File: src/srlc_pkg.sv
// constants shared by the relay latch chain and its driver stages
// assumes a 200 MHz core clock
package srlc_pkg;

  // chain shape: bytes per card, bits per driver stage
  localparam int unsigned STAGES          = 16;
  localparam int unsigned STAGE_W         = 8;
  localparam int unsigned RELAYS          = STAGES * STAGE_W;

  // core clock and power-on hold-off
  localparam int unsigned CLK_HZ          = 200_000_000;
  localparam int unsigned HOLDOFF_MS      = 470;
  localparam int unsigned HOLDOFF_CYC     = HOLDOFF_MS * (CLK_HZ / 1000);

  // isolator relay numbers (relay n sits on drive bit n-1)
  localparam int unsigned ROW_ISO_FIRST   = 121;
  localparam int unsigned ROW_ISO_LAST    = 128;
  localparam int unsigned COL_ISO_A_FIRST = 25;
  localparam int unsigned COL_ISO_A_LAST  = 36;
  localparam int unsigned COL_ISO_B_FIRST = 85;
  localparam int unsigned COL_ISO_B_LAST  = 96;

  // reset values
  localparam logic        OE_N_RST        = 1'b1;

endpackage

File: src/srlc_stage.sv
// one serial-in latching driver stage: shift register, output latch, driver
// assumes shift and load pulses come from logic on the same clock
module srlc_stage
  import srlc_pkg::*;
#(
  parameter int unsigned W = STAGE_W
) (
  // clock and reset
  input  wire logic         i_clk,
  input  wire logic         i_rst_b,
  // chain side
  input  wire logic         i_shift,
  input  wire logic         i_ser_in,
  output logic              o_ser_out,
  // latch and drive
  input  wire logic         i_load,
  input  wire logic         i_oe_n,
  output logic [W-1:0]      o_shift,
  output logic [W-1:0]      o_latch,
  output logic [W-1:0]      o_drive_n
);

  logic [W-1:0] shift_r;
  logic [W-1:0] latch_r;
  logic [W-1:0] drive_n_r;

  // shift one bit per link clock rise
  always_ff @(posedge i_clk or negedge i_rst_b) begin
    if (!i_rst_b) begin
      shift_r <= '0;
    end else if (i_shift) begin
      shift_r <= {shift_r[W-2:0], i_ser_in};
    end
  end

  // latch copies the shift register only on a strobe
  always_ff @(posedge i_clk or negedge i_rst_b) begin
    if (!i_rst_b) begin
      latch_r <= '0;
    end else if (i_load) begin
      latch_r <= shift_r;
    end
  end

  // active-low drivers, all off while disabled
  always_ff @(posedge i_clk or negedge i_rst_b) begin
    if (!i_rst_b) begin
      drive_n_r <= '1;
    end else if (i_oe_n) begin
      drive_n_r <= '1;
    end else begin
      drive_n_r <= ~latch_r;
    end
  end

  assign o_ser_out = shift_r[W-1];
  assign o_shift   = shift_r;
  assign o_latch   = latch_r;
  assign o_drive_n = drive_n_r;

endmodule

File: src/srlc_top.sv
// relay control path of a switching matrix card: serial chain, strobe, safeguard
// assumes link clock, serial data and strobe come from another clock domain
module srlc_top
  import srlc_pkg::*;
#(
  parameter int unsigned N_STAGES = STAGES,
  parameter int unsigned HOLD_CYC = HOLDOFF_CYC
) (
  // clock and reset
  input  wire logic                      i_clk,
  input  wire logic                      i_rst_b,
  // link from controller
  input  wire logic                      i_link_clk,
  input  wire logic                      i_relay_serial_in,
  input  wire logic                      i_strobe,
  // chain output to the next card
  output logic                           o_chain_serial_out,
  // relay drivers
  output logic [N_STAGES*STAGE_W-1:0]    o_relay_drive_n,
  output logic                           o_driver_output_enable_n,
  output logic                           o_isolator_energized
);

  localparam int unsigned NB    = N_STAGES * STAGE_W;
  localparam int unsigned CNT_W = $clog2(HOLD_CYC + 1);

  // isolator relay positions on the drive vector
  function automatic logic [NB-1:0] iso_mask();
    logic [NB-1:0] m;
    m = '0;
    for (int unsigned n = 1; n <= NB; n++) begin
      if ((n >= ROW_ISO_FIRST && n <= ROW_ISO_LAST) ||
          (n >= COL_ISO_A_FIRST && n <= COL_ISO_A_LAST) ||
          (n >= COL_ISO_B_FIRST && n <= COL_ISO_B_LAST)) begin
        m[n-1] = 1'b1;
      end
    end
    return m;
  endfunction

  localparam logic [NB-1:0] ISO_MASK = iso_mask();

  logic [2:0]        lclk_sync_r;
  logic [1:0]        data_sync_r;
  logic [2:0]        strb_sync_r;
  logic              link_rise;
  logic              strobe_rise;
  logic [CNT_W-1:0]  hold_cnt_r;
  logic              holdoff_done_r;
  logic              oe_n_r;
  logic              iso_r;
  logic [N_STAGES:0] chain;
  logic [NB-1:0]     shift_w;
  logic [NB-1:0]     latch_w;
  logic [NB-1:0]     drive_w;
  logic [NB-1:0]     shift_expect;

  // two-flop synchronisers, third flop only for edge finding
  always_ff @(posedge i_clk or negedge i_rst_b) begin
    if (!i_rst_b) begin
      lclk_sync_r <= '0;
      data_sync_r <= '0;
      strb_sync_r <= '0;
    end else begin
      lclk_sync_r <= {lclk_sync_r[1:0], i_link_clk};
      data_sync_r <= {data_sync_r[0], i_relay_serial_in};
      strb_sync_r <= {strb_sync_r[1:0], i_strobe};
    end
  end

  assign link_rise   = lclk_sync_r[1] & ~lclk_sync_r[2];
  assign strobe_rise = strb_sync_r[1] & ~strb_sync_r[2];

  // power-on hold-off timer
  always_ff @(posedge i_clk or negedge i_rst_b) begin
    if (!i_rst_b) begin
      hold_cnt_r     <= '0;
      holdoff_done_r <= 1'b0;
    end else if (!holdoff_done_r) begin
      hold_cnt_r <= hold_cnt_r + CNT_W'(1);
      if (hold_cnt_r == CNT_W'(HOLD_CYC - 1)) begin
        holdoff_done_r <= 1'b1;
      end
    end
  end

  // safeguard flip-flop: set at power-up, cleared by first armed strobe
  always_ff @(posedge i_clk or negedge i_rst_b) begin
    if (!i_rst_b) begin
      oe_n_r <= OE_N_RST;
    end else if (strobe_rise && holdoff_done_r) begin
      oe_n_r <= 1'b0;
    end
  end

  // chain of driver stages, stage 0 takes the serial input
  assign chain[0] = data_sync_r[1];

  genvar g;
  generate
    for (g = 0; g < N_STAGES; g++) begin : g_stage
      srlc_stage #(
        .W          (STAGE_W)
      ) u_stage (
        .i_clk      (i_clk),
        .i_rst_b    (i_rst_b),
        .i_shift    (link_rise),
        .i_ser_in   (chain[g]),
        .o_ser_out  (chain[g+1]),
        .i_load     (strobe_rise),
        .i_oe_n     (oe_n_r),
        .o_shift    (shift_w[g*STAGE_W +: STAGE_W]),
        .o_latch    (latch_w[g*STAGE_W +: STAGE_W]),
        .o_drive_n  (drive_w[g*STAGE_W +: STAGE_W])
      );
    end
  endgenerate

  // any isolator relay currently energized
  always_ff @(posedge i_clk or negedge i_rst_b) begin
    if (!i_rst_b) begin
      iso_r <= 1'b0;
    end else begin
      iso_r <= |(~drive_w & ISO_MASK);
    end
  end

  assign o_chain_serial_out       = chain[N_STAGES];
  assign o_relay_drive_n          = drive_w;
  assign o_driver_output_enable_n = oe_n_r;
  assign o_isolator_energized     = iso_r;

  assign shift_expect = {shift_w[NB-2:0], data_sync_r[1]};
endmodule

File: config.mk
export PLATFORM = sky130hd
export DESIGN_NAME = srlc_top
export DESIGN_NICKNAME = d
export VERILOG_FILES = /design/src/srlc_pkg.sv /design/src/srlc_stage.sv /design/src/srlc_top.sv
export SDC_FILE = /design/constraint.sdc
export NUM_CORES = 1
export LEC_CHECK = 0
export BUFFER_PORTS_ARGS = -buffer_cell sky130_fd_sc_hd__buf_4
export CORE_MARGIN = 2
export CORE_UTILIZATION = 59
export CTS_BUF_LIST = sky130_fd_sc_hd__clkbuf_8 sky130_fd_sc_hd__clkbuf_16
export DETAILED_ROUTE_END_ITERATION = 8
export GPL_ROUTABILITY_DRIVEN = 0
export GPL_TIMING_DRIVEN = 0
export HOLD_SLACK_MARGIN = 0.05
export PLACE_DENSITY = 0.82
export SYNTH_ARGS = -nofsm -noshare
export SYNTH_HDL_FRONTEND = slang
export SYNTH_SLANG_ARGS = --single-unit
File: constraint.sdc
create_clock -name i_clk -period 1.6 [get_ports i_clk]
set_input_delay 0.24 -clock i_clk [delete_from_list [all_inputs] [get_ports i_clk]]
set_output_delay 0.24 -clock i_clk [all_outputs]
set_load 0.02 [all_outputs]
==> results of run 1 <==
[cell usage after synthesis]
master                       n
sky130_fd_sc_hd__nor4_4      1
sky130_fd_sc_hd__nand4b_1    2
sky130_fd_sc_hd__nor4b_1     1
sky130_fd_sc_hd__nor3_4      1
sky130_fd_sc_hd__nand2_1     7
sky130_fd_sc_hd__nor3b_1     1
sky130_fd_sc_hd__and3b_1     1
sky130_fd_sc_hd__xnor2_1    25
sky130_fd_sc_hd__nor2_2      2
sky130_fd_sc_hd__o21bai_1    1
sky130_fd_sc_hd__nor2_1      1
sky130_fd_sc_hd__dfrtp_1   293
sky130_fd_sc_hd__inv_1       1
sky130_fd_sc_hd__mux2_2    257
sky130_fd_sc_hd__and4_1      3
sky130_fd_sc_hd__nor2b_1     2
sky130_fd_sc_hd__xor2_1      1
sky130_fd_sc_hd__a21boi_0    1
sky130_fd_sc_hd__dfstp_2   129
sky130_fd_sc_hd__clkbuf_1   17
sky130_fd_sc_hd__nand3_1    14
sky130_fd_sc_hd__nand4_4     1
sky130_fd_sc_hd__nand2b_1  129
sky130_fd_sc_hd__ha_1        1
sky130_fd_sc_hd__buf_2      26
sky130_fd_sc_hd__nand4_1    17
sky130_fd_sc_hd__nor4bb_1    1
sky130_fd_sc_hd__or3_1       1
sky130_fd_sc_hd__nor4_1      5
sky130_fd_sc_hd__and3_1      3
[registers in the layout (all words and copies together), names as in the netlist]
register,cells
g_stage.u_stage.o_drive_n,128
g_stage.u_stage.o_latch,128
g_stage.u_stage.o_shift,128
hold_cnt_r,27
lclk_sync_r,3
strb_sync_r,3
data_sync_r,2
holdoff_done_r,1
o_driver_output_enable_n,1
o_isolator_energized,1
[power breakdown]
| group | leakage (nW) | internal [W] | switching, W | total [W] |
|---|---|---|---|---|
| registers | 5.37 | 0.0113 | 0.000285 | 0.0116 |
| clock network | 0.753 | 0.00627 | 0.00391 | 0.0102 |
| logic | 2.50 | 0.000683 | 0.000782 | 0.00147 |
[what timing repair did]
action / 4_1_cts / 5_1_grt
cloned: 0 / 1
setup endpoints to repair: 347 / 349
pin swaps: 0 / 2
hold buffers: 4 / 0
gates resized for setup: 20 / 32
buffers inserted: 0 / 0
hold endpoints to repair: 60 / 0
[area by class of cell]
| class | instances | area share |
|---|---|---|
| Sequential cell | 422 | 0.580 |
| Multi-Input combinational cell | 480 | 0.239 |
| Clock buffer | 52 | 0.0649 |
| Timing Repair Buffer | 143 | 0.0637 |
| Tap cell | 330 | 0.0223 |
| Clock inverter | 24 | 0.0148 |
| Buffer | 42 | 0.0148 |
| Inverter | 1 | 0.000203 |
[cells by family (layout without fill, tap and decap cells)]
| logic type | after synthesis | in the layout | synth area share |
|---|---|---|---|
| buffers and inverters | 44 | 262 | 0.0129 |
| XOR/XNOR | 26 | 26 | 0.0149 |
| AO/OA/AOI/OAI | 2 | 2 | 0.000982 |
| flip-flops | 422 | 422 | 0.701 |
| adder cells (fa/ha/maj) | 1 | 1 | 0.000818 |
| multiplexers | 257 | 257 | 0.189 |
| AND/OR/NAND/NOR | 193 | 194 | 0.0805 |
[routing by layer]
layer / track usage / part of all wire / vias to the layer above
met3: 0.0450 / 0.049 / 45
met5: 0 / 0 / -
met4: 0.0593 / 0.020 / 0
li1: - / - / 3603
met1: 0.292 / 0.44 / 4165
met2: 0.342 / 0.49 / 168
[critical path, stage by stage, from the launching register on]
cell	delay (ps)
sky130_fd_sc_hd__dfstp_2	560
sky130_fd_sc_hd__buf_2	360
sky130_fd_sc_hd__clkbuf_1	330
sky130_fd_sc_hd__nand2b_1	190
[how the worst max path moves through the flow]
stage	cells after the start	end	start
floorplan	4	g_stage[10].u_stage.o_latch[0]$_DFFE_PN0N_	strb_sync_r[2]$_DFF_PN0_
global placement	1	g_stage[12].u_stage.o_latch[3]$_DFFE_PN0N_	i_rst_b
detailed placement	4	g_stage[2].u_stage.o_latch[5]$_DFFE_PN0N_	strb_sync_r[1]$_DFF_PN0_
CTS	4	g_stage[6].u_stage.o_latch[5]$_DFFE_PN0N_	strb_sync_r[2]$_DFF_PN0_
global route	4	hold_cnt_r[21]$_DFFE_PN0N_	hold_cnt_r[13]$_DFFE_PN0N_
finish	3	g_stage[4].u_stage.o_drive_n[4]$_DFF_PN1_	o_driver_output_enable_n$_DFFE_PN1P_
[cells in the final DEF (no fill, tap or decap), drive strengths merged]
| cell type | n |
|---|---|
| nor2b | 2 |
| nor4b | 1 |
| nand4 | 18 |
| nand3 | 14 |
| mux2 | 257 |
| inv | 9 |
| clkinvlp | 2 |
| dfrtp | 293 |
| o21bai | 1 |
| clkinv | 8 |
| dfstp | 129 |
| nor3 | 1 |
| nand2 | 7 |
| and4 | 3 |
| and3b | 1 |
| xor2 | 1 |
| nor4 | 6 |
| nor3b | 1 |
| bufinv | 6 |
| a21boi | 1 |
| dlygate4sd3 | 4 |
| buf | 159 |
| nor4bb | 1 |
| xnor2 | 25 |
| nand4b | 2 |
| nor2 | 4 |
| nand2b | 129 |
| ha | 1 |
| and3 | 3 |
| clkbuf | 74 |
| or3 | 1 |
[per-stage QoR]
step / instances / setup TNS (ps) / setup WS, ps / utilization / hold WS (ps)
floorplan: 945 / 0 / 182 / - / -55.6
global placement: 1410 / -1419790 / -3610 / 0.660 / 332
detailed placement: 1414 / -92670 / -461 / 0.665 / 268
CTS: 1494 / 0 / 0.780 / 0.727 / 323
global route: 1494 / -32.3 / -22.3 / 0.729 / 281
finish: 1494 / 0 / 69.8 / 0.729 / 252
==> summary.md, run 1 <==
The pin count of the biggest net entering global routing is 106. The run gives 422 as the count of clock tree sinks. STA classifies the critical path startpoint as a flip-flop. Setup repair after global routing could not meet its margin everywhere. The run gives 0.701 as the portion of the post-synthesis area used by sequential elements. The total power density per cell area was 1260 nW/um2; the area enclosed by the die boundary was 27200 um2.

The logs give 0 for the number of remaining DRC errors and 27400 um for the total wire length. The via count of the first global-routing pass was 8496; the mean post-synth cell area was 16.2 um2. After clock tree synthesis, the clock-pin slew on the worst setup and hold paths is 60 ps.

After synthesis, the cell types taking the most area are sky130_fd_sc_hd__dfrtp_1 48%, sky130_fd_sc_hd__dfstp_2 22%, sky130_fd_sc_hd__mux2_2 19%. Setup violations remaining at the end of the flow were counted as 0. The first global-routing pass estimated 45000 um of wire.

The number of vias per cell after detailed routing came out at 5.34. Overall power consumption after layout is estimated at 0.0233 W. The synthesized design spends more area on one cell type than any other, namely sky130_fd_sc_hd__dfrtp_1. The logs give 0.604 for the starting density of the core and 25300 um2 for the placeable core region. The tools report the H-tree depth reported by CTS as 2.

The logs give 0 for the count of yosys warnings during synthesis and 41 for the number of buffers created by CTS. The clock arrives with 22.6 ps of skew. In the final layout, flip-flops and latches occupy 10700 um2. The worst register-to-register path has a setup slack of 70 ps. The launch point of the worst reg-to-reg path is o_driver_output_enable_n$_DFFE_PN1P_. Growth of design area from synthesis to finish: 20.7%. The number of pins exceeding their max-slew limit in the final report is 0.

The total via count after detailed routing is 7981, and the diode insertion count for antenna repair is 0. In this run the deepest clock path goes through 3 buffers. The max-slew headroom at the worst pin is 0.658. For this run the aggregate overflow at the end of global routing stands at 0. The run gives 1137 as the layout net count. The footprint of the multi-input gates came out at 4410 um2. In this run the core area contains 58 standard-cell rows.

The number of max-cap violations was 0. The final period utilization works out to 0.956. The flow ran to the end, and the final reports show no timing, DRC or antenna violations.

The first detailed-routing pass took 6 iterations. In this run the worst path has a maximum fanout of 10. After legalization and detailed placement, the total HPWL measured 17500 um. The achievable clock frequency came out at 653 MHz. After detailed placement, the total cell area comes to 16800 um2.

Counting flops and latches in the post-synthesis netlist gives 422. For the worst flop-to-flop path, the logic depth is 3. The clock period minus worst slack was 1530 ps; the combined global-route utilization of all metal layers was 0.211.

Synthesis produced a netlist with a net count of 951. The final-report hold violation count was 0. TritonCTS built the clock tree. The final-layout fill cell count is 1571, and the die outline width is 165 um. The finished cells cover 18500 um2. The die extent in y was 165 um. The run gives 15300 um2 as the area of the mapped netlist.

In this run the count of I/O pins placed on the die edge is 136. The detail route stage leaves a number of antenna-violating nets equal to 0. In this run the clock root is driven by a sky130_fd_sc_hd__clkbuf_16. Class of the worst hold path: input port to async pin.

The proportion of netlist area held by the largest area contributor was 0.479; the count of buffers inserted at the top-level ports was 135. Summed over all cells, the static leakage comes to 8.62 nW. In the final routed layout, each cell accounts on average for 18.3 um.

The worst register-to-register path ends at g_stage[4].u_stage.o_drive_n[4]$_DFF_PN1_. The logs give 0 for the number of antenna violations at the first check in global routing and 1970 ps for the data arrival time at the worst-slack endpoint. The cell count after synthesis came out at 945. For the number of unique standard cell types used by synthesis, the log shows 30. For the number of DRC markers after the initial detailed-route iteration, the log shows 420. The startpoint-to-endpoint class of the critical path is flip-flop to flip-flop.

IR analysis of the VDD net gives a maximum drop of 0.988 mV. The fraction of final layout cells with drive strength greater than 1 is 0.552, and the required time at the worst-slack endpoint is 2040 ps. The clock latency of the later-clocked register in the worst-skew pair is 530 ps. The nature of the critical path endpoint was a flip-flop. The worst-margin pin slew was 513 ps.
(Power assumes the default switching activity.)
==> run 2, diff against run 1 <==
Settings changed: ABC_AREA set to 1, CORE_UTILIZATION 59 to 55, PLACE_DENSITY 0.82 to 0.78.
==> run 2 against run 1 <==
Effect of this change: the flow now finishes with violations (hold timing); sequential share of layout area rose by 0.79 points; register-to-register slack barely moved; power fell by 8.2%; critical path type unchanged; first-iteration DRC count rose by 89%; largest power group unchanged; critical path depth rose by 1.
==> summary.md, run 2 <==
The run finished, with violations left. The final reports fail on hold timing. The final-report hold violation count was 46 (+46); the number of enable-type register cells in the synthesized netlist was 0 (unchanged). The clock latency of the later-clocked register in the worst-skew pair was 530 ps (about the same).

The number of buffers created by CTS was 40 (-2.4%). The die extent in y works out to 171 um (+3.5%). For the area of the mapped netlist, the log shows 15300 um2 (unchanged). The post-layout utilization of the core is 0.661 (-0.0681), and the die outline width is 171 um (+3.5%). Nature of the critical path endpoint: a flip-flop. Relative to the synthesized area, the layout overhead comes to 19.1%. The number of post-CTS setup repair buffers is 0 (unchanged), and the max-slew headroom at the worst pin is 0.592 (-0.0667). The area enclosed by the die boundary is 29200 um2 (+7.1%). The root cell of the clock tree is sky130_fd_sc_hd__clkbuf_16. The mean post-synth cell area was 10.3 um2 (-36%); the H-tree depth reported by CTS was 2 (unchanged). Via count of the first global-routing pass: 10500 (+24%). The count of buffers inserted at the top-level ports works out to 135 (unchanged). The worst clock skew on the final layout was 20.1 ps (-2.53 ps).

Most common cell after layout, fill and taps aside: sky130_fd_sc_hd__nand2_1. The setup violation total in the final timing report came out at 0 (unchanged). The leakage power was 8.12 nW (-5.9%); the number of pins exceeding their max-slew limit in the final report was 0 (unchanged).

Total wire length: 31900 um (+16%). The tools report the pin count of the biggest net entering global routing as 128 (+21%). The proportion of netlist area held by the largest area contributor is 0.479 (unchanged), and the clock period minus worst slack is 1530 ps (+4.29 ps). The run gives 0.227 (+0.0157) as the combined global-route utilization of all metal layers. Sorting the synthesized cells by how often they occur yields 453 x sky130_fd_sc_hd__nand2_1, 293 x sky130_fd_sc_hd__dfrtp_1, 255 x sky130_fd_sc_hd__o21ai_0. The number of unique standard cell types used by synthesis came out at 23 (-23%). STA classifies the critical path startpoint as a flip-flop. The first-pass iteration count of the detailed router is 6 (unchanged).

The diode insertion count for antenna repair came out at 0 (unchanged). Post-route worst hold slack: -336 ps (-588 ps). Gate count of the mapped netlist: 1480 (+57%). The standard-cell row count came out at 61 (+5.2%). TritonCTS built the clock tree.

The final-layout fill cell count came out at 2129 (+36%). The run gives 0 (unchanged) as the number of antenna violations at the first check in global routing. The run gives 1980 ps (about the same) as the data arrival time at the worst-slack endpoint. For the hold buffer count at cts, the log shows 3 (-1). Class of the worst hold path: input port to async pin. The number of max-cap violations came out at 0 (unchanged). The run gives 0 (unchanged) as the count of yosys warnings during synthesis. The number of DRC markers after the initial detailed-route iteration came out at 794 (+89%).

The startpoint-to-endpoint class of the critical path was flip-flop to flip-flop. Portion of the post-synthesis area used by sequential elements: 0.701 (unchanged). Global-route wire length before repair: 52100 um (+16%).

The post-synthesis async set-or-reset flop share works out to 1.00 (unchanged). Setup repair after global routing left no endpoint under its margin. Top fanout value on the critical path: 10 (unchanged). For the starting density of the core, the log shows 0.555 (-0.0488). By area the synthesized netlist is led by sky130_fd_sc_hd__dfrtp_1 48%, sky130_fd_sc_hd__dfstp_2 22%, sky130_fd_sc_hd__nand2_1 11%. The flip-flop and latch count after synthesis was 422 (unchanged); the final period utilization was 0.959 (+0.00268). The run gives 3 (unchanged) as the number of buffers between clock root and the deepest sink. The global route total overflow is 0 (unchanged). In the layout the commonest cells are 453 x sky130_fd_sc_hd__nand2_1, 293 x sky130_fd_sc_hd__dfrtp_1, 255 x sky130_fd_sc_hd__o21ai_0.

Placeable core region: 27600 um2 (+8.8%). The net count after synthesis came out at 1486 (+56%). The required time at the worst-slack endpoint is 2040 ps (about the same), and the peak supply drop is 0.768 mV (-22%). Total power density per cell area: 1170 nW/um2 (-7.0%).

The count of clock tree sinks is 422 (unchanged). The run gives 652 MHz (-0.28%) as the achievable clock frequency. The final setup TNS is 0 ps (unchanged). The worst-margin pin slew came out at 613 ps (+100 ps).

Yosys instantiated no cell more often than sky130_fd_sc_hd__nand2_1. Fraction of final layout cells with drive strength greater than 1: 0.233 (-0.318). The per-cell routed wire length is 15.4 um (-16%). The number of remaining DRC errors was 0 (unchanged); the number of vias per cell after detailed routing was 5.07 (-5.1%). The number of primary I/O pins came out at 136 (unchanged). Library cell with the largest summed area after synthesis: sky130_fd_sc_hd__dfrtp_1. The number of nets with antenna violations after routing was 0 (unchanged). Total via count after detailed routing: 10500 (+32%). The layout net count came out at 1669 (+47%).

Among all flip-flop cells after synthesis, the most frequent one is sky130_fd_sc_hd__dfrtp_1. The clock-pin slew on the worst setup and hold paths was 60 ps (about the same). For the detailed placement HPWL, the log shows 21400 um (+22%).
run 2: changes by cell type in the layout (fill, tap and decap cells not counted), sizes merged, moves of 11 or more:
cell    delta
nand2    +455
mux2     -256
o21ai    +255
inv      +171
nand2b   -129
nor2      +36
xnor2     -22
buf       +11
clkbuf    +11
run 2: critical path, stage by stage (launching register included):
cell	delay, ps
sky130_fd_sc_hd__dfstp_2	570
sky130_fd_sc_hd__inv_1	60
sky130_fd_sc_hd__clkbuf_2	310
sky130_fd_sc_hd__clkbuf_2	350
sky130_fd_sc_hd__nand2_1	170
run 2: path summary, 6_finish.rpt:
path	from	end	slack (ps)	cells past startpoint
worst max-delay path	o_driver_output_enable_n$_DFFE_PN1P_	g_stage[12].u_stage.o_drive_n[7]$_DFF_PN1_	70	4
min in group i_clk	strb_sync_r[0]$_DFF_PN0_	strb_sync_r[1]$_DFF_PN0_	340	0
worst max register to register	o_driver_output_enable_n$_DFFE_PN1P_	g_stage[12].u_stage.o_drive_n[7]$_DFF_PN1_	70	4
worst min register to register	strb_sync_r[0]$_DFF_PN0_	strb_sync_r[1]$_DFF_PN0_	340	0
max in group asynchronous	i_rst_b	g_stage[5].u_stage.o_latch[5]$_DFFE_PN0N_	530	3
worst min-delay path	i_rst_b	g_stage[1].u_stage.o_latch[4]$_DFFE_PN0N_	-340	1
run 2: cell families (layout without fill, tap and decap cells):
group,count (synthesis),count (layout),synth area share
buffers and inverters,240,454,0.0615
XOR/XNOR,11,11,0.00630
AO/OA/AOI/OAI,257,257,0.0841
AND/OR/NAND/NOR,548,548,0.146
flip-flops,422,422,0.701
multiplexers,1,1,0.000736
adder cells (fa/ha/maj),1,1,0.000818
run 2: layout make-up:
cell class | count | area (um2) | area share
flip-flops and latches | 422 | 10700 | 0.588
multi-input cells | 818 | 3640 | 0.200
repair buffers | 141 | 1130 | 0.0622
clock buffers | 47 | 1100 | 0.0602
inverters | 170 | 638 | 0.0350
well taps | 378 | 473 | 0.0260
plain buffers | 70 | 312 | 0.0171
clock inverters | 26 | 210 | 0.0115
run 2: what timing repair did:
item | CTS | global route
hold endpoints to repair | 65 | 42
resized for setup | 3 | 8
pin swaps | 0 | 1
setup endpoints to repair | 101 | 10
run 2: layer usage:
layer	vias to the layer above	wire length, um	track usage
met2	270	15800	0.377
li1	4963	-	-
met1	5213	13900	0.314
met4	0	799	0.0684
met3	54	1410	0.0322
met5	-	0	0
run 2: power breakdown:
part	leakage (nW)	total (W)	internal [W]	switching [W]
Sequential	5.40	0.0111	0.0110	0.000121
Clock	0.690	0.00929	0.00539	0.00390
Combinational	2.03	0.000954	0.000267	0.000687
Total	8.12	0.0214	0.0166	0.00471
run 2: per-stage QoR:
stage / instance area, um2 / power [W] / worst slack [ps] / cells
final: 18200 / 0.0214 / 65.5 / 2072
after floorplan: 15300 / 0.0117 / 293 / 1480
after CTS: 18200 / 0.0215 / 27.5 / 2072
after global routing: 18200 / 0.0221 / 1.48 / 2072
after detailed placement: 16900 / 0.0123 / -489 / 1996
after global placement: 16800 / 0.0122 / -3590 / 1993
